## src/shared/ecr_consts.svh

```systemverilog
// constants for the extended configuration register bank
`ifndef ECR_CONSTS_SVH
`define ECR_CONSTS_SVH

// ***************************************************************
// address map
// ***************************************************************
`define ECR_ADDR_W 12
// printed register index; byte address is four times it
`define ECR_EXT_CFG_INDEX 8'h3f
`define ECR_EXT_ADDR ({2'b00, `ECR_EXT_CFG_INDEX, 2'b00})
`define ECR_STAT_ADDR 12'h100
`define ECR_CLR_ADDR 12'h104
`define ECR_EN_ADDR 12'h108
`define ECR_PRI_ADDR 12'h10c

// ***************************************************************
// reset values and write masks
// ***************************************************************
`define ECR_EXT_RESET 16'h0000
// reserved bits 10, 7, 5 and 3 are not writable
`define ECR_EXT_WMASK 16'hfb57
`define ECR_PRI_RESET 16'h0000
`define ECR_PRI_WMASK 16'h8001
`define ECR_IRQ_RESET 3'h0
`define ECR_CNT_RESET 16'h0000
`define ECR_CNT_MAX 16'hffff
`define ECR_CNT_ONE 16'h0001

// ***************************************************************
// field positions
// ***************************************************************
`define ECR_B_HB 11
`define ECR_B_JAB 9
`define ECR_B_LOOP 6
`define ECR_B_EXTMODE 15
`define ECR_B_SRST 0
`define ECR_I_ALIGN 2
`define ECR_I_MISS 1
`define ECR_I_OVR 0

`endif

```

## src/shared/ecr_pkg.sv

```systemverilog
// types shared by the extended configuration register bank
package ecr_pkg;

	// ***************************************************************
	// extended configuration register layout, bit 15 first
	// ***************************************************************
	typedef struct packed {
		logic [3:0] levels; // ext_output_levels
		logic hb_ignore; // heartbeat_ignore
		logic rsv10;
		logic jab_off; // jabber_timer_off
		logic auto_sel; // media auto select
		logic rsv7;
		logic loopback; // twisted_pair_loopback
		logic rsv5;
		logic hold_sel; // hold_timing_select
		logic rsv3;
		logic cmp_match; // compress on match
		logic cmp_miss; // compress_on_miss
		logic reject; // reject_on_match
	} ecr_ext_cfg_s;

	// address filter result for one received packet
	typedef struct packed {
		logic valid; // one-cycle pulse, result below is valid
		logic match; // destination hit an address table entry
		logic broadcast; // destination is the broadcast address
		logic special; // broadcast, promiscuous or multicast accept
	} ecr_match_s;

	// sticky interrupt vector
	typedef logic [2:0] ecr_irq_t;

	// network port in use
	typedef enum logic {
		ECR_PORT_TP,
		ECR_PORT_AU
	} ecr_port_e;

endpackage

```

## src/design/ecr_hold_timing.sv

```systemverilog
// bus hold request launch edge selection
`include "ecr_consts.svh"

module ecr_hold_timing (
	input wire logic pclk,
	input wire logic presetn,
	input wire logic hold_timing_select,
	input wire logic hold_req_in,
	output logic bus_hold_req
);
	import ecr_pkg::*;

	logic fall_q; // request launched on the falling edge
	logic rise_q; // same request half a clock later
	logic next_fall;
	logic next_rise;

	// next values of both launch stages
	always_comb begin
		next_fall = hold_req_in;
		next_rise = fall_q;
	end

	// falling edge stage
	always_ff @(negedge pclk or negedge presetn) begin
		if (!presetn) begin
			fall_q <= 1'b0;
		end else begin
			fall_q <= next_fall;
		end
	end

	// rising edge stage, retimes the falling edge copy
	always_ff @(posedge pclk or negedge presetn) begin
		if (!presetn) begin
			rise_q <= 1'b0;
		end else begin
			rise_q <= next_rise;
		end
	end

	// static select; changing it mid-request may shorten one pulse
	assign bus_hold_req = hold_timing_select ? rise_q : fall_q;
endmodule

```

## src/design/ecr_media_sel.sv

```systemverilog
// twisted pair / attachment unit port selection
`include "ecr_consts.svh"

module ecr_media_sel (
	input wire logic pclk,
	input wire logic presetn,
	input wire logic auto_sel,
	input wire logic tp_link_good,
	input wire logic port_select_pin,
	output ecr_pkg::ecr_port_e active_port
);
	import ecr_pkg::*;

	ecr_port_e next_port; // selection for the next cycle

	// auto mode prefers twisted pair and falls back on a lost link
	always_comb begin
		if (auto_sel) begin
			// the pin is not looked at in auto mode
			next_port = tp_link_good ? ECR_PORT_TP : ECR_PORT_AU;
		end else begin
			next_port = port_select_pin ? ECR_PORT_AU : ECR_PORT_TP;
		end
	end

	// register the choice so the port mux never sees a glitch
	always_ff @(posedge pclk or negedge presetn) begin
		if (!presetn) begin
			active_port <= ECR_PORT_TP;
		end else begin
			active_port <= next_port;
		end
	end
endmodule

```

## src/design/ecr_top.sv

```systemverilog
// extended configuration register bank with APB slave and interrupts
//
// Implementation choice: register access over APB.
`include "ecr_consts.svh"

// Functional notes
// - hardware reset clears register, levels included
// - soft reset leaves register untouched
// - extended user pins follow level bits
// - extended pins driven only in extended mode
// - heartbeat ignore bit disables heartbeat check
// - jabber off bit disables jabber timer
// - auto select prefers twisted pair link
// - auto select ignores port select pin
// - loopback bit loops twisted pair transceiver
// - hold timing zero launches on falling edge
// - hold timing one launches half clock later
// - alignment counter wrap sets status bit 2
// - missed counter wrap sets status bit 1
// - fifo full without bus sets bit 0
// - compress output on match or miss mode
// - reject on match drops matching packets unless a special accept applies
module ecr_top #(
	parameter int CNT_W = 16
) (
	input wire logic pclk,
	input wire logic presetn,
	// apb slave
	input wire logic psel,
	input wire logic penable,
	input wire logic pwrite,
	input wire logic [11:0] paddr,
	input wire logic [31:0] pwdata,
	output logic [31:0] prdata,
	output logic pready,
	output logic pslverr,
	output logic irq,
	// system bus side
	input wire logic bus_master,
	output logic [3:0] ext_user_pins,
	output logic ext_user_pins_oe_n,
	input wire logic hold_req_in,
	output logic bus_hold_req,
	output logic soft_reset,
	// network side
	output logic heartbeat_monitor_en,
	output logic jabber_timer_en,
	output logic tp_loopback_en,
	input wire logic tp_link_good,
	input wire logic port_select_pin,
	output ecr_pkg::ecr_port_e active_port,
	// receive path events
	input wire logic alignment_error_event,
	input wire logic missed_packet_event,
	input wire logic rx_fifo_full,
	input wire logic bus_granted,
	input wire ecr_pkg::ecr_match_s rx_match,
	output logic compress_output,
	output logic compress_oe_n,
	output logic pkt_accept
);
	import ecr_pkg::*;

	// ***************************************************************
	// apb decode
	// ***************************************************************
	logic setup; // first cycle of a transfer
	logic access; // second cycle, always ready
	logic wr_en; // write takes effect at this edge
	logic hit_ext, hit_stat, hit_clr, hit_en, hit_pri;
	logic [31:0] next_prdata;
	logic next_pslverr;

	assign setup = psel & ~penable;
	assign access = psel & penable;
	assign wr_en = access & pwrite;
	// read data is captured in setup, so no wait state is needed
	assign pready = access;
	assign hit_ext = (paddr == `ECR_EXT_ADDR);
	assign hit_stat = (paddr == `ECR_STAT_ADDR);
	assign hit_clr = (paddr == `ECR_CLR_ADDR);
	assign hit_en = (paddr == `ECR_EN_ADDR);
	assign hit_pri = (paddr == `ECR_PRI_ADDR);

	// ***************************************************************
	// register state
	// ***************************************************************
	ecr_ext_cfg_s ext_cfg; // extended_config_reg
	ecr_ext_cfg_s next_ext_cfg;
	logic [15:0] pri_cfg; // primary_bus_config_reg subset
	logic [15:0] next_pri_cfg;
	ecr_irq_t irq_stat; // sticky status
	ecr_irq_t next_irq_stat;
	ecr_irq_t irq_en; // enable mask
	ecr_irq_t next_irq_en;
	ecr_irq_t irq_evt; // this cycle's events
	ecr_irq_t irq_clr; // this cycle's clear strobes
	logic ext_mode; // extended bus mode selected

	assign ext_mode = pri_cfg[`ECR_B_EXTMODE];
	assign soft_reset = pri_cfg[`ECR_B_SRST];

	// read mux and error answer, sampled in the setup cycle
	always_comb begin
		next_prdata = prdata;
		next_pslverr = pslverr;
		if (setup) begin
			next_prdata = 32'h0000_0000;
			next_pslverr = ~(hit_ext | hit_stat | hit_clr | hit_en | hit_pri);
			if (hit_ext) begin
				next_prdata = {16'h0000, ext_cfg};
			end else if (hit_stat) begin
				next_prdata = {29'h0000_0000, irq_stat};
			end else if (hit_en) begin
				next_prdata = {29'h0000_0000, irq_en};
			end else if (hit_pri) begin
				next_prdata = {16'h0000, pri_cfg};
			end
		end
	end

	// register writes; soft reset is deliberately not looked at here
	always_comb begin
		next_ext_cfg = ext_cfg;
		next_pri_cfg = pri_cfg;
		next_irq_en = irq_en;
		irq_clr = `ECR_IRQ_RESET;
		if (wr_en && !pslverr) begin
			if (hit_ext) begin
				// reserved bits stay zero whatever is written
				next_ext_cfg = ecr_ext_cfg_s'(pwdata[15:0] & `ECR_EXT_WMASK);
			end
			if (hit_pri) begin
				next_pri_cfg = pwdata[15:0] & `ECR_PRI_WMASK;
			end
			if (hit_en) begin
				next_irq_en = pwdata[2:0];
			end
			if (hit_clr) begin
				irq_clr = pwdata[2:0];
			end
		end
	end

	// sticky status; an event in the clear cycle wins
	always_comb begin
		next_irq_stat = (irq_stat & ~irq_clr) | irq_evt;
	end

	// register bank flops; levels reset to zero rather than unknown
	always_ff @(posedge pclk or negedge presetn) begin
		if (!presetn) begin
			ext_cfg <= ecr_ext_cfg_s'(`ECR_EXT_RESET);
			pri_cfg <= `ECR_PRI_RESET;
			irq_stat <= `ECR_IRQ_RESET;
			irq_en <= `ECR_IRQ_RESET;
			prdata <= 32'h0000_0000;
			pslverr <= 1'b0;
		end else begin
			ext_cfg <= next_ext_cfg;
			pri_cfg <= next_pri_cfg;
			irq_stat <= next_irq_stat;
			irq_en <= next_irq_en;
			prdata <= next_prdata;
			pslverr <= next_pslverr;
		end
	end

	assign irq = |(irq_stat & irq_en);

	// ***************************************************************
	// tally counters
	// ***************************************************************
	logic [1:0] cnt_inc; // index 1 alignment, index 0 missed
	logic [1:0] cnt_wrap; // counter passes from max to zero
	logic [CNT_W-1:0] cnt [2]; // tally counters

	assign cnt_inc = {alignment_error_event, missed_packet_event};

	genvar gi;
	generate
		for (gi = 0; gi < 2; gi++) begin : g_cnt
			logic [CNT_W-1:0] next_cnt;
			// wrap is flagged on the same increment that returns to zero
			always_comb begin
				next_cnt = cnt[gi];
				if (cnt_inc[gi]) begin
					next_cnt = cnt[gi] + CNT_W'(`ECR_CNT_ONE);
				end
			end
			assign cnt_wrap[gi] = cnt_inc[gi] && (cnt[gi] == CNT_W'(`ECR_CNT_MAX));
			always_ff @(posedge pclk or negedge presetn) begin
				if (!presetn) begin
					cnt[gi] <= CNT_W'(`ECR_CNT_RESET);
				end else begin
					cnt[gi] <= next_cnt;
				end
			end
		end
	endgenerate

	// event vector feeding the sticky status
	always_comb begin
		irq_evt = `ECR_IRQ_RESET;
		irq_evt[`ECR_I_ALIGN] = cnt_wrap[1];
		irq_evt[`ECR_I_MISS] = cnt_wrap[0];
		// long bus latency: fifo filled while the bus was not ours
		irq_evt[`ECR_I_OVR] = rx_fifo_full & ~bus_granted;
	end

	// ***************************************************************
	// configuration outputs
	// ***************************************************************
	assign ext_user_pins = ext_cfg.levels;
	// pins float unless mastering the bus in extended mode
	assign ext_user_pins_oe_n = ~(bus_master & ext_mode);
	assign heartbeat_monitor_en = ~ext_cfg.hb_ignore;
	assign jabber_timer_en = ~ext_cfg.jab_off;
	assign tp_loopback_en = ext_cfg.loopback;
	// output floats with both modes off; both on is not supported
	assign compress_oe_n = ~(ext_cfg.cmp_match ^ ext_cfg.cmp_miss);

	// ***************************************************************
	// receive filter decision
	// ***************************************************************
	logic next_compress;
	logic next_accept;

	// one result per filter pulse; broadcast never compresses on miss
	always_comb begin
		next_compress = 1'b0;
		next_accept = 1'b0;
		if (rx_match.valid) begin
			next_compress = (ext_cfg.cmp_match & ~ext_cfg.cmp_miss & rx_match.match)
				| (ext_cfg.cmp_miss & ~ext_cfg.cmp_match & ~rx_match.match
				& ~rx_match.broadcast);
			// reject only masks the table hit, never the special accepts
			next_accept = (rx_match.match & ~ext_cfg.reject)
				| rx_match.special;
		end
	end

	always_ff @(posedge pclk or negedge presetn) begin
		if (!presetn) begin
			compress_output <= 1'b0;
			pkt_accept <= 1'b0;
		end else begin
			compress_output <= next_compress;
			pkt_accept <= next_accept;
		end
	end

	// ***************************************************************
	// submodules
	// ***************************************************************
	ecr_media_sel u_media (
		.pclk(pclk),
		.presetn(presetn),
		.auto_sel(ext_cfg.auto_sel),
		.tp_link_good(tp_link_good),
		.port_select_pin(port_select_pin),
		.active_port(active_port)
	);

	ecr_hold_timing u_hold (
		.pclk(pclk),
		.presetn(presetn),
		.hold_timing_select(ext_cfg.hold_sel),
		.hold_req_in(hold_req_in),
		.bus_hold_req(bus_hold_req)
	);
endmodule

```

## config.mk

```make
export PLATFORM = sky130hd
export DESIGN_NAME = ecr_top
export DESIGN_NICKNAME = d
export VERILOG_FILES = /design/src/shared/ecr_pkg.sv /design/src/design/ecr_hold_timing.sv /design/src/design/ecr_media_sel.sv /design/src/design/ecr_top.sv
export VERILOG_INCLUDE_DIRS = /design/src /design/src/shared
export SDC_FILE = /design/constraint.sdc
export NUM_CORES = 1
export LEC_CHECK = 0
export BUFFER_PORTS_ARGS = -buffer_cell sky130_fd_sc_hd__buf_4
export CORE_MARGIN = 8
export CORE_UTILIZATION = 55
export CTS_BUF_LIST = sky130_fd_sc_hd__clkbuf_8
export CTS_CLUSTER_DIAMETER = 60
export CTS_CLUSTER_SIZE = 30
export DETAILED_ROUTE_END_ITERATION = 10
export GPL_TIMING_DRIVEN = 0
export MAX_ROUTING_LAYER = met4
export PLACE_DENSITY = 0.86
export SYNTH_ARGS = -nofsm -noshare
export SYNTH_HDL_FRONTEND = slang
export SYNTH_SLANG_ARGS = --single-unit
```

## constraint.sdc

```tcl
create_clock -name pclk -period 4.7 [get_ports pclk]
set_input_delay 0.235 -clock pclk [delete_from_list [all_inputs] [get_ports pclk]]
set_output_delay 0.235 -clock pclk [all_outputs]
set_load 0.01 [all_outputs]
```

; ---- After elaboration in Yosys (flattened, before gate mapping)
; Index checks and enable logic that the tools add are counted.
[totals]
register_bits = 90
latchBits = 0
ramBits = 0
rom_bits = 0
input_bits = 61
out_inout_bits = 49
wordCells = 84
memories = 0
[op_classes]
addsub = 2
multipliers = 0
n_div = 0
order_cmp = 0
n_eq_ne = 7
shift = 0
muxes = 12
bitwise_logic = 34
reduce_logical = 8
[op_table]
columns = cell, count
row1 = 12-bit by 9-bit == test with 1-bit output (second input constant), 4
row2 = 16-bit 2-to-1 mux, 3
row3 = 16-bit by 1-bit adder with 16-bit output (second input constant), 2
row4 = 16-bit == test (second input constant), 2
row5 = 32-bit 2-to-1 mux, 1
row6 = 12-bit by 8-bit == test with 1-bit output (second input constant), 1
row7 = 1-bit inverter, 12
row8 = 1-bit bitwise AND, 11
row9 = 3-bit bitwise AND, 2
row10 = 1-bit 2-to-1 mux, 6
row11 = 3-bit 2-to-1 mux, 2
row12 = 1-bit OR, 6
row13 = 2-bit AND reduction, 3
row14 = 1-bit logical AND, 3
row15 = 3-bit inverter, 1
row16 = 3-bit OR, 1
row17 = 3-bit OR reduction, 1
row18 = 1-bit logical NOT, 1
row19 = 1-bit XOR, 1

; ---- Longest topological paths before layout
; Gate-level depths: netlist of run 1.
[logic_depth]
word_depth = 7
ltp_mapped = 6
mapped_depth_nobuf = 5

; ---- Modules after synthesis
; From an unflattened synthesis of run 1, not the netlist that was laid out.
[unflattened]
cells_unflattened = 273
area_unflattened_um2 = 3283.1
[by_module_without_submodules]
columns = module, n_inst, cells_per_inst, area_each_um2, seq_area_each_um2
row1 = ecr_top, 1, 267, 3179.3, 1676.6
row2 = ecr_hold_timing, 1, 3, 65.1, 50.0
row3 = ecr_media_sel, 1, 3, 38.8, 25.0

==> results of run 1 <==
[final cells by class]
cell class,instances,area [um^2]
Sequential cell,70,1750
Fill cell,438,1710
Multi-Input combinational cell,191,1430
Timing Repair Buffer,68,510
Buffer,28,216
Clock buffer,10,138
Tap cell,75,93.8
Clock inverter,6,37.5
Inverter,9,33.8
[registers in the layout, summed over array words and instances, names as in the netlist, 2 cells and up]
signal         count
pri_cfg            2
irq_en             3
ext_user_pins      4
ext_cfg            7
prdata            12
cnt               32
irq_stat           3
[report_power, final]
| group | switching, W | leakage [nW] | total (W) | internal (W) |
|---|---|---|---|---|
| Combinational | 0.0000832 | 1.10 | 0.000182 | 0.0000988 |
| Clock | 0.000228 | 0.0958 | 0.000432 | 0.000204 |
| Sequential | 0.0000575 | 0.934 | 0.000721 | 0.000664 |
| Total | 0.000369 | 2.13 | 0.00134 | 0.000966 |
[cells by family (layout without fill, tap and decap cells)]
kind of cell             count (synthesis)  after routing  share of synthesized area, %
AO/OA/AOI/OAI                           24             24                          5.70
XOR/XNOR                                30             30                          7.82
adder cells (fa/ha/maj)                  4              4                          1.49
buffers and inverters                   37            121                          7.45
flip-flops                              70             70                          52.1
multiplexers                            25             25                          9.39
other                                    1             20                         0.112
AND/OR/NAND/NOR                         88             88                          15.9
[synthesized netlist by cell type, types with 2 or more instances]
cell type	n
sky130_fd_sc_hd__a211o_1	2
sky130_fd_sc_hd__a21oi_1	2
sky130_fd_sc_hd__a22o_1	8
sky130_fd_sc_hd__a32oi_1	2
sky130_fd_sc_hd__and2_1	3
sky130_fd_sc_hd__and3_1	6
sky130_fd_sc_hd__buf_4	25
sky130_fd_sc_hd__dfrtp_1	69
sky130_fd_sc_hd__ha_1	4
sky130_fd_sc_hd__inv_1	9
sky130_fd_sc_hd__mux2_1	2
sky130_fd_sc_hd__mux2_2	10
sky130_fd_sc_hd__mux2_4	10
sky130_fd_sc_hd__mux2i_1	3
sky130_fd_sc_hd__nand2_1	20
sky130_fd_sc_hd__nand2b_1	2
sky130_fd_sc_hd__nand3_1	9
sky130_fd_sc_hd__nand4_1	9
sky130_fd_sc_hd__nor2_1	11
sky130_fd_sc_hd__nor2b_1	7
sky130_fd_sc_hd__nor3_1	7
sky130_fd_sc_hd__nor4_4	3
sky130_fd_sc_hd__o21ai_0	2
sky130_fd_sc_hd__xnor2_1	19
sky130_fd_sc_hd__xor2_1	11
[per-stage QoR]
stage / std cells / utilization [%]
6_report: 457 / 71.1
5_1_grt: 457 / 71.1
4_1_cts: 457 / 71.1
3_5_place_dp: 441 / 68.2
3_3_place_gp: 441 / 68.2
2_1_floorplan: 298 / -
[path summary, 6_finish.rpt]
check / cells past startpoint / end / slack (ns)
min reg2reg: 1 / cnt[14] / 0.47
max reg2reg: 0 / u_hold.rise_q / 1.89
min: 1 / cnt[17] / -0.003
max in group asynchronous: 1 / u_hold.fall_q / 1.89
max: 2 / bus_hold_req / 1.02
min in group pclk: 2 / u_media.active_port / 0.09
[critical path: stages, from the launching register on]
cell and delay [ns]:
sky130_fd_sc_hd__dfrtn_1 0.34, sky130_fd_sc_hd__mux2_2 0.27, sky130_fd_sc_hd__buf_4 0.15
[routing by layer]
| metal | vias up | part of all wire (%) | global-route usage, % |
|---|---|---|---|
| met5 | - | 0 | - |
| met4 | 0 | 1.8 | 8.19 |
| met3 | 9 | 7.6 | 4.80 |
| met2 | 69 | 50 | 27.5 |
| met1 | 1160 | 41 | 19.6 |
| li1 | 1127 | - | - |
==> results.txt, run 1 <==
----------------------------------------------------
[Run status]
  Result of the run ... complete, but fails checks
  Violated checks ... negative hold slack

[GRT]
  Wire length of the first global-routing pass ... 11700 um
  Antenna violations before repair ... 0
  Via count of the first global-routing pass ... 2474
  Total routing resource utilization after global routing ... 17.2%
  Total congestion overflow ... 0
  Largest net degree at the start of global routing ... 71

[STA]
  Worst Clk Skew ... 0.0118 ns
  Rel. slew slack ... 42.1%
  Transition time at the pin with the least slew margin ... 0.869 ns
  Total Neg Setup Slack ... 0 ns
  Final WS setup ... 1.02 ns
  Final number of max-transition violations ... 0
  Setup repair after global routing missed its margin ... false
  # setup viols final ... 0
  Final hold slack ... -0.00299 ns
  Hold violation count in the final report ... 2

[Die]
  Initial Util ... 56.7%
  Y dimension of the die ... 94.2 um
  Core area ... 0.00592 mm^2
  Row Count ... 28
  Floorplan die area ... 0.00887 mm^2
  Die X ... 94.2 um
  I/O pin cnt ... 110

[Cells and area]
  Number of diodes added for antenna fixing ... 0
  Most common cell after layout, fill and taps aside ... sky130_fd_sc_hd__buf_4
  Area Overhead vs Synth ... 25.3%
  Highest-count cells in the layout ignoring fill and taps ... sky130_fd_sc_hd__buf_4 (93), sky130_fd_sc_hd__dfrtp_1 (69), sky130_fd_sc_hd__nand2_1 (20), sky130_fd_sc_hd__conb_1 (20), sky130_fd_sc_hd__xnor2_1 (19)
  Layout Cell Area excl Fill ... 0.00421 mm^2
  Ratio of cells with drive above 1 in the final layout ... 36.9%
  Final layout net count ... 442

[Placement]
  GP Congestion ... 0.848
  Post-place instance area ... 0.00404 mm^2
  Number of buffer cells added on primary ports ... 68
  Worst Setup Slack post-DPL ... 1.37 ns
  HPWL Detailed ... 5210 um

[Setup path]
  Worst endpoint required time ... 4.47 ns
  Start point of the critical path ... u_hold.fall_q
  Arrival time at the worst endpoint ... 3.44 ns
  RR Startpoint ... u_hold.fall_q
  Kind of start point of the critical path ... register
  Type of the setup path with the least slack ... reg -> out
  CP Capture Type ... primary output
  Crit Path Max Fanout ... 2

[Logic synthesis]
  Number of synthesized register bits ... 70
  Proportion of netlist area held by the largest area contributor ... 51.4%
  Number of distinct library cells after synthesis ... 49
  Syn_area_per_cell ... 12.0 um^2
  Share of synthesized registers carrying an async set or reset ... 100%
  Gate Count Post-Synth ... 279
  Number of enable-type register cells in the synthesized netlist ... 0
  Cell accounting for the most synthesized area ... sky130_fd_sc_hd__dfrtp_1
  Dominant synthesized flop cell ... sky130_fd_sc_hd__dfrtp_1
  Leading post-synthesis cells by cell area ... sky130_fd_sc_hd__dfrtp_1 (51%), sky130_fd_sc_hd__buf_4 (5.6%), sky130_fd_sc_hd__xnor2_1 (5.0%)
  Total number of yosys warnings ... 0
  Seq/Total Area, Yosys ... 52.1%
  Post-synth design cell area ... 0.00336 mm^2

[Job]
  Max cap viols ... 0

[Routing]
  Routed vias ... 2365
  Iteration-0 DRC Markers ... 86
  Via count normalized by instance count ... 5.18
  Residual antenna-violating net count after detailed routing ... 0
  Number of detailed-routing iterations run before antenna repair ... 5
  Wire length reported by the detailed router ... 6990 um
  WL per Instance ... 15.3 um
  Remaining design rule violation count ... 0

[CTS]
  Buffer cell driving the clock tree root ... sky130_fd_sc_hd__clkbuf_8
  Number of buffers inserted by post-CTS setup repair ... 0
  Total number of clock tree sinks ... 70
  Bufs on Longest Clock Path ... 2
  Clock-pin slew reported for the worst setup and hold paths after clock tree synthesis ... 0.07 ns
  Post-CTS sizing ... 0
  Later-pin clock latency in the skew report ... 0.34 ns
  CTS tree ... done
  Number of buffers added by the clock tree synthesis step ... 9
  Hold_buf cts ... 0
  Number of levels in the clock H-tree ... 3

[Power]
  Total power per unit cell area ... 317 mW/mm^2
  Total Power Consumption ... 0.00134 W
  Leakage component of the power ... 2.13 nW
  Max IR drop VDD ... 291 uV

[Min path]
  Class of the tightest hold or removal check ... in -> async

----------------------------------------------------
Note: power is estimated with default switching activity, not from simulation.
==> run 2: changes to the inputs <==
--- a/config.mk
+++ b/config.mk
@@ -6,16 +6,17 @@
 export SDC_FILE = /design/constraint.sdc
 export NUM_CORES = 1
 export LEC_CHECK = 0
+export ABC_AREA = 1
 export BUFFER_PORTS_ARGS = -buffer_cell sky130_fd_sc_hd__buf_4
 export CORE_MARGIN = 8
-export CORE_UTILIZATION = 55
+export CORE_UTILIZATION = 49
 export CTS_BUF_LIST = sky130_fd_sc_hd__clkbuf_8
 export CTS_CLUSTER_DIAMETER = 60
 export CTS_CLUSTER_SIZE = 30
 export DETAILED_ROUTE_END_ITERATION = 10
 export GPL_TIMING_DRIVEN = 0
 export MAX_ROUTING_LAYER = met4
-export PLACE_DENSITY = 0.86
+export PLACE_DENSITY = 0.79
 export SYNTH_ARGS = -nofsm -noshare
 export SYNTH_HDL_FRONTEND = slang
 export SYNTH_SLANG_ARGS = --single-unit
==> constraint.sdc (replaced) <==
create_clock -name pclk -period 3.2 [get_ports pclk]
set_input_delay 0.16 -clock pclk [delete_from_list [all_inputs] [get_ports pclk]]
set_output_delay 0.16 -clock pclk [all_outputs]
set_load 0.01 [all_outputs]
==> run 2 against run 1 <==
The flow now finishes without violations. Final area up 11%. Sequential share of layout area down 4.1 points. Combinational power up 82%. Worst hold slack better by 0.027 ns. Final cell count up 39%. Utilization down 9.4 points. Clock power up 62%. Highest routed layer unchanged.
==> results.txt, run 2 <==
----------------------------------------------------
[Run status]
  Result of the run ... completed

[Cells and area]
  Highest-count cells in the layout ignoring fill and taps ... sky130_fd_sc_hd__nand2_1 (98), sky130_fd_sc_hd__buf_4 (93), sky130_fd_sc_hd__dfrtp_1 (69), sky130_fd_sc_hd__inv_1 (51), sky130_fd_sc_hd__nor2_1 (33)
  Register with the most flip-flops ... cnt
  Ratio of cells with drive above 1 in the final layout ... 31.0%
  Area Overhead vs Synth ... 24.6%
  Final layout net count ... 592
  Most common cell after layout, fill and taps aside ... sky130_fd_sc_hd__nand2_1
  Number of diodes added for antenna fixing ... 0
  Largest registers ranked by flip-flop count ... cnt (32), prdata (12), ext_cfg (7)
  Number of flip-flops in the largest register ... 32

[Power]
  Power share of the combinational group ... 15.7%
  Internal power consumption ... 0.00149 W
  Clock share of power ... 33.3%
  Flop pwr share ... 50.9%
  Leakage component of the power ... 2.38 nW
  Max IR drop VDD ... 365 uV
  Sw Ratio ... 29.2%
  Total power per unit cell area ... 450 mW/mm^2
  Total Power Consumption ... 0.00210 W
  Switching power of the nets ... 0.000615 W

[Routing]
  Number of detailed-routing iterations run before antenna repair ... 4
  Via count normalized by instance count ... 4.63
  Remaining design rule violation count ... 0
  Wire length reported by the detailed router ... 7670 um
  Routed vias ... 2937
  Iteration-0 DRC Markers ... 63
  Residual antenna-violating net count after detailed routing ... 0
  WL per Instance ... 12.1 um

[CTS]
  Number of levels in the clock H-tree ... 3
  Number of buffers inserted by post-CTS setup repair ... 0
  Bufs on Longest Clock Path ... 2
  Clock-pin slew reported for the worst setup and hold paths after clock tree synthesis ... 0.07 ns
  CTS tree ... done
  Post-CTS sizing ... 0
  Total number of clock tree sinks ... 70
  Hold_buf cts ... 2
  Buffer cell driving the clock tree root ... sky130_fd_sc_hd__clkbuf_8
  Number of buffers added by the clock tree synthesis step ... 9
  Later-pin clock latency in the skew report ... 0.33 ns

[Logic synthesis]
  Dominant synthesized flop cell ... sky130_fd_sc_hd__dfrtp_1
  Cell with the most instances after synthesis ... sky130_fd_sc_hd__nand2_1
  Total number of yosys warnings ... 0
  Gate Count Post-Synth ... 428
  Number of synthesized register bits ... 70
  Proportion of netlist area held by the largest area contributor ... 46.0%
  Seq/Total Area, Yosys ... 46.7%
  Leading post-synthesis cells by cell area ... sky130_fd_sc_hd__dfrtp_1 (46%), sky130_fd_sc_hd__nand2_1 (9.8%), sky130_fd_sc_hd__buf_4 (5.2%)
  Post-synth design cell area ... 0.00375 mm^2
  Number of distinct library cells after synthesis ... 41
  Number of enable-type register cells in the synthesized netlist ... 0
  Syn_area_per_cell ... 8.76 um^2
  Most used standard cells in the synthesized netlist ... sky130_fd_sc_hd__nand2_1 (98), sky130_fd_sc_hd__dfrtp_1 (69), sky130_fd_sc_hd__inv_1 (51)
  Cell accounting for the most synthesized area ... sky130_fd_sc_hd__dfrtp_1
  Share of synthesized registers carrying an async set or reset ... 100%

[STA]
  # setup viols final ... 0
  Hold violation count in the final report ... 0
  Rel. slew slack ... 43.6%
  Transition time at the pin with the least slew margin ... 0.846 ns
  Total Neg Setup Slack ... 0 ns
  Final number of max-transition violations ... 0
  Worst Clk Skew ... 0.00762 ns
  Setup repair after global routing missed its margin ... false

[GRT]
  Largest net degree at the start of global routing ... 71
  Via count of the first global-routing pass ... 2911
  Wire length of the first global-routing pass ... 12700 um
  Total congestion overflow ... 0
  Antenna violations before repair ... 0
  Total routing resource utilization after global routing ... 15.4%

[Die]
  Core area ... 0.00757 mm^2
  Die X ... 103 um
  Floorplan die area ... 0.0107 mm^2
  Row Count ... 32
  I/O pin cnt ... 110
  Initial Util ... 49.6%
  Y dimension of the die ... 103 um

[Placement]
  GP Congestion ... 0.826
  Number of buffer cells added on primary ports ... 67
  HPWL Detailed ... 5960 um

[Setup path]
  CP Capture Type ... primary output
  Kind of start point of the critical path ... register
  R2R Setup Slk ... 1.14 ns
  Crit Path Max Fanout ... 2
  Arrival time at the worst endpoint ... 2.68 ns
  Endpoint of the most critical register-to-register path ... u_hold.rise_q
  Start point of the critical path ... u_hold.fall_q
  FF-to-FF path depth ... 0
  RR Startpoint ... u_hold.fall_q
  Type of the setup path with the least slack ... reg -> out
  Worst endpoint required time ... 3.04 ns

[Min path]
  Class of the tightest hold or removal check ... in -> reg
  Hold_sp ... rx_fifo_full
  Number of cells traversed by the worst hold path ... 3
  Terminating pin of the worst hold path ... irq_stat[0]

[Job]
  Max cap viols ... 0

----------------------------------------------------
[run 2: changes by cell type after synthesis, moves of 9 or more]
cell                      delta
sky130_fd_sc_hd__o21ai_2    +12
sky130_fd_sc_hd__xnor2_1     -9
sky130_fd_sc_hd__mux2_4     -10
sky130_fd_sc_hd__nand2_2    +11
sky130_fd_sc_hd__nand2_1    +78
sky130_fd_sc_hd__mux2_2      -9
sky130_fd_sc_hd__nor2_1     +22
sky130_fd_sc_hd__nand3_1    +15
sky130_fd_sc_hd__inv_1      +42
sky130_fd_sc_hd__o21ai_0    +15
[run 2: cell families (layout without fill, tap and decap cells)]
logic type      Yosys count  in the layout  synth area share [%]
compound gates           41             41                  7.24
xor+xnor                 23             23                  5.57
fa+ha+maj                 4              4                  1.33
buf+inv                  83            168                  11.3
flops                    70             70                  46.7
mux                       1              1                 0.300
other cells               1             20                 0.100
simple gates            205            205                  27.4
[run 2: worst max-delay path by stage]
stage,to,slack (ns),depth (start not counted)
5_1_grt,bus_hold_req,0.31,2
6_report,bus_hold_req,0.36,2
2_1_floorplan,bus_hold_req,0.84,1
3_5_place_dp,bus_hold_req,0.71,2
3_3_place_gp,bus_hold_req,0.72,2
4_1_cts,bus_hold_req,0.35,2
[run 2: power groups by stage]
stage                     Sequential [W]  Clock (W)  Combinational [W]
final                            0.00107   0.000701           0.000331
after global routing             0.00108   0.000754           0.000374
after CTS                        0.00107   0.000719           0.000335
after detailed placement         0.00109          0           0.000329
after global placement           0.00108          0           0.000320
after floorplan                  0.00107          0           0.000221
[run 2: cell type report]
cell class | count | area (um^2)
Sequential cell | 70 | 1750
Buffer | 30 | 226
Multi-Input combinational cell | 294 | 1640
Clock buffer | 9 | 124
Clock inverter | 7 | 75.1
Tap cell | 102 | 128
Inverter | 53 | 199
Fill cell | 629 | 2900
Timing Repair Buffer | 69 | 523
[run 2: critical path, cell delays in order, from the launching register on]
cell                      delay [ns]
sky130_fd_sc_hd__dfrtn_1        0.34
sky130_fd_sc_hd__mux2_2         0.26
sky130_fd_sc_hd__buf_4          0.14
[run 2: per-layer routing]
| layer | GRT usage (%) | vias up | wire, um |
|---|---|---|---|
| met5 | - | - | 0 |
| met4 | 5.23 | 0 | 56 |
| met3 | 3.82 | 6 | 587 |
| met2 | 25.9 | 69 | 3800 |
| met1 | 17.5 | 1359 | 3230 |
| li1 | - | 1503 | - |
[run 2: stage by stage]
step           hold slack (ns)  worst slack, ns  util [%]  cells  cell area (um^2)
6_report                0.0242            0.360      61.7    634              4670
3_3_place_gp             0.330            0.723      58.8    616              4450
2_1_floorplan           -0.136            0.843         -    447              3820
5_1_grt                 0.0319            0.308      61.7    634              4670
4_1_cts                 0.0126            0.347      61.7    634              4670
3_5_place_dp             0.330            0.706      58.8    616              4450
==> run 3: changes to the inputs <==
--- a/config.mk
+++ b/config.mk
@@ -14,7 +14,6 @@
 export CTS_CLUSTER_DIAMETER = 60
 export CTS_CLUSTER_SIZE = 30
 export DETAILED_ROUTE_END_ITERATION = 10
-export GPL_TIMING_DRIVEN = 0
 export MAX_ROUTING_LAYER = met4
 export PLACE_DENSITY = 0.79
 export SYNTH_ARGS = -nofsm -noshare
==> run 3 against run 2 <==
Setup slack better by 0.023 ns. Final cell count is 4.1% lower. Global-route usage shrank 0.47 points. Critical path depth did not move. Largest cell class unchanged. Die area did not move. Final area is 3.6% lower. Critical path type unchanged. Via count decreased by 2.8%.
==> results.txt, run 3 (synthesized netlist as in run 2, its figures left out) <==
----------------------------------------------------
[CTS]
  Number of levels in the clock H-tree ... 3
  Bufs on Longest Clock Path ... 2
  Total number of clock tree sinks ... 70
  Clock-pin slew reported for the worst setup and hold paths after clock tree synthesis ... 0.07 ns
  CTS tree ... done
  Buffer cell driving the clock tree root ... sky130_fd_sc_hd__clkbuf_8
  Later-pin clock latency in the skew report ... 0.35 ns
  Number of buffers added by the clock tree synthesis step ... 9
  Number of buffers inserted by post-CTS setup repair ... 0

[Setup path]
  Gate family responsible for the most delay along the worst path ... flip-flops
  CP Capture Type ... primary output
  Worst endpoint required time ... 3.04 ns
  Ordered list of cells on the worst path ... mux2_2, buf_4
  Crit Path Max Fanout ... 2
  Arrival time at the worst endpoint ... 2.66 ns
  Critical-path top delay cell ... sky130_fd_sc_hd__dfrtn_1
  Type of the setup path with the least slack ... reg -> out
  Kind of start point of the critical path ... register
  Maximum cell stage delay along the critical path ... 0.34 ns
  Critical path buffers and inverters ... 1

[Min path]
  Class of the tightest hold or removal check ... in -> async

[Routing]
  Routed vias ... 2855
  WL per Instance ... 12.5 um
  Via count normalized by instance count ... 4.70
  Residual antenna-violating net count after detailed routing ... 0
  Number of detailed-routing iterations run before antenna repair ... 4
  Iteration-0 DRC Markers ... 117
  Wire length reported by the detailed router ... 7600 um
  Remaining design rule violation count ... 0

[Die]
  Y dimension of the die ... 103 um
  I/O pin cnt ... 110
  Row Count ... 32
  Core area ... 0.00757 mm^2
  Initial Util ... 49.6%
  Floorplan die area ... 0.0107 mm^2
  Die X ... 103 um

[Cells and area]
  Highest-count cells in the layout ignoring fill and taps ... sky130_fd_sc_hd__nand2_1 (98), sky130_fd_sc_hd__buf_4 (70), sky130_fd_sc_hd__dfrtp_1 (69), sky130_fd_sc_hd__inv_1 (51), sky130_fd_sc_hd__nor2_1 (33)
  Number of flip-flops in the largest register ... 32
  Largest registers ranked by flip-flop count ... cnt (32), prdata (12), ext_cfg (7)
  Fill count ... 651
  Non-filler cells, final ... 608
  Final layout net count ... 566
  Ratio of cells with drive above 1 in the final layout ... 27.5%
  Number of diodes added for antenna fixing ... 0
  Area Overhead vs Synth ... 20.0%
  Layout Cell Area excl Fill ... 0.00450 mm^2
  Most common cell after layout, fill and taps aside ... sky130_fd_sc_hd__nand2_1
  Register with the most flip-flops ... cnt

[STA]
  Final hold slack ... 0.0216 ns
  Transition time at the pin with the least slew margin ... 0.872 ns
  Worst Clk Skew ... 0.0119 ns
  Hold violation count in the final report ... 0
  # setup viols final ... 0
  Rel. slew slack ... 41.9%
  Final number of max-transition violations ... 0
  Setup repair after global routing missed its margin ... false
  Total Neg Setup Slack ... 0 ns

[Power]
  Leakage component of the power ... 2.26 nW
  Max IR drop VDD ... 428 uV
  Total power per unit cell area ... 484 mW/mm^2
  Total Power Consumption ... 0.00218 W

[GRT]
  Via count of the first global-routing pass ... 2731
  Antenna violations before repair ... 0
  Largest net degree at the start of global routing ... 70
  Total congestion overflow ... 0
  Total routing resource utilization after global routing ... 14.9%
  Wire length of the first global-routing pass ... 12100 um

[Job]
  Max cap viols ... 0

[Placement]
  Number of buffer cells added on primary ports ... 69
  Cells after DPL ... 589
  GP Congestion ... 0.804
  HPWL Detailed ... 5770 um
  Post-place instance area ... 0.00425 mm^2

[Run status]
  Result of the run ... completed

----------------------------------------------------
-- run 3: changes by cell type in the layout (fill, tap and decap cells not counted), sizes merged --
| cell | previous run | this run |
|---|---|---|
| buf | 96 | 70 |
| bufinv | 1 | 2 |
| clkinv | 3 | 2 |
| clkinvlp | 3 | 2 |
| dlygate4sd3 | 2 | 3 |
-- run 3: layout make-up --
class | instances | area, um^2 | share of cell area, %
Clock buffer | 10 | 138 | 3.06
Tap cell | 102 | 128 | 2.84
Inverter | 53 | 199 | 4.42
Sequential cell | 70 | 1750 | 38.9
Clock inverter | 6 | 85.1 | 1.89
Multi-Input combinational cell | 294 | 1640 | 36.5
Timing Repair Buffer | 73 | 556 | 12.3
-- run 3: worst paths after layout --
kind | startpoint | endpoint | slack (ns) | cells past startpoint
setup / recovery | u_hold.fall_q | bus_hold_req | 0.38 | 2
hold / removal | presetn | cnt[20] | 0.02 | 2
setup reg to reg | u_hold.fall_q | u_hold.rise_q | 1.15 | 0
hold reg to reg | cnt[21] | cnt[21] | 0.47 | 1
max in group asynchronous | presetn | u_hold.fall_q | 1.98 | 1
min in group pclk | bus_granted | irq_stat[0] | 0.04 | 4
-- run 3: timing repair --
item | 4_1_cts | 5_1_grt
endpoints found under the hold margin | 3 | 0
hold buffers | 3 | 0
gates resized for setup | 0 | 0
-- run 3: metal layers --
metal | up-vias | wire length (um) | track usage, %
li1 | 1444 | - | -
met1 | 1329 | 3160 | 16.7
met2 | 75 | 3750 | 24.4
met3 | 7 | 637 | 4.15
met4 | 0 | 56 | 6.67
met5 | - | 0 | -
-- run 3: report_power, final --
part	switching [W]	internal [W]
Sequential	0.0000945	0.000976
Combinational	0.000179	0.000138
Clock	0.000335	0.000457
Total	0.000608	0.00157
-- run 3: metrics by stage --
step	worst slack, ns	utilization (%)
global placement	0.727	56.1
global route	0.326	59.5
floorplan	0.843	-
CTS	0.354	59.5
finish	0.383	59.5
detailed placement	0.719	56.1
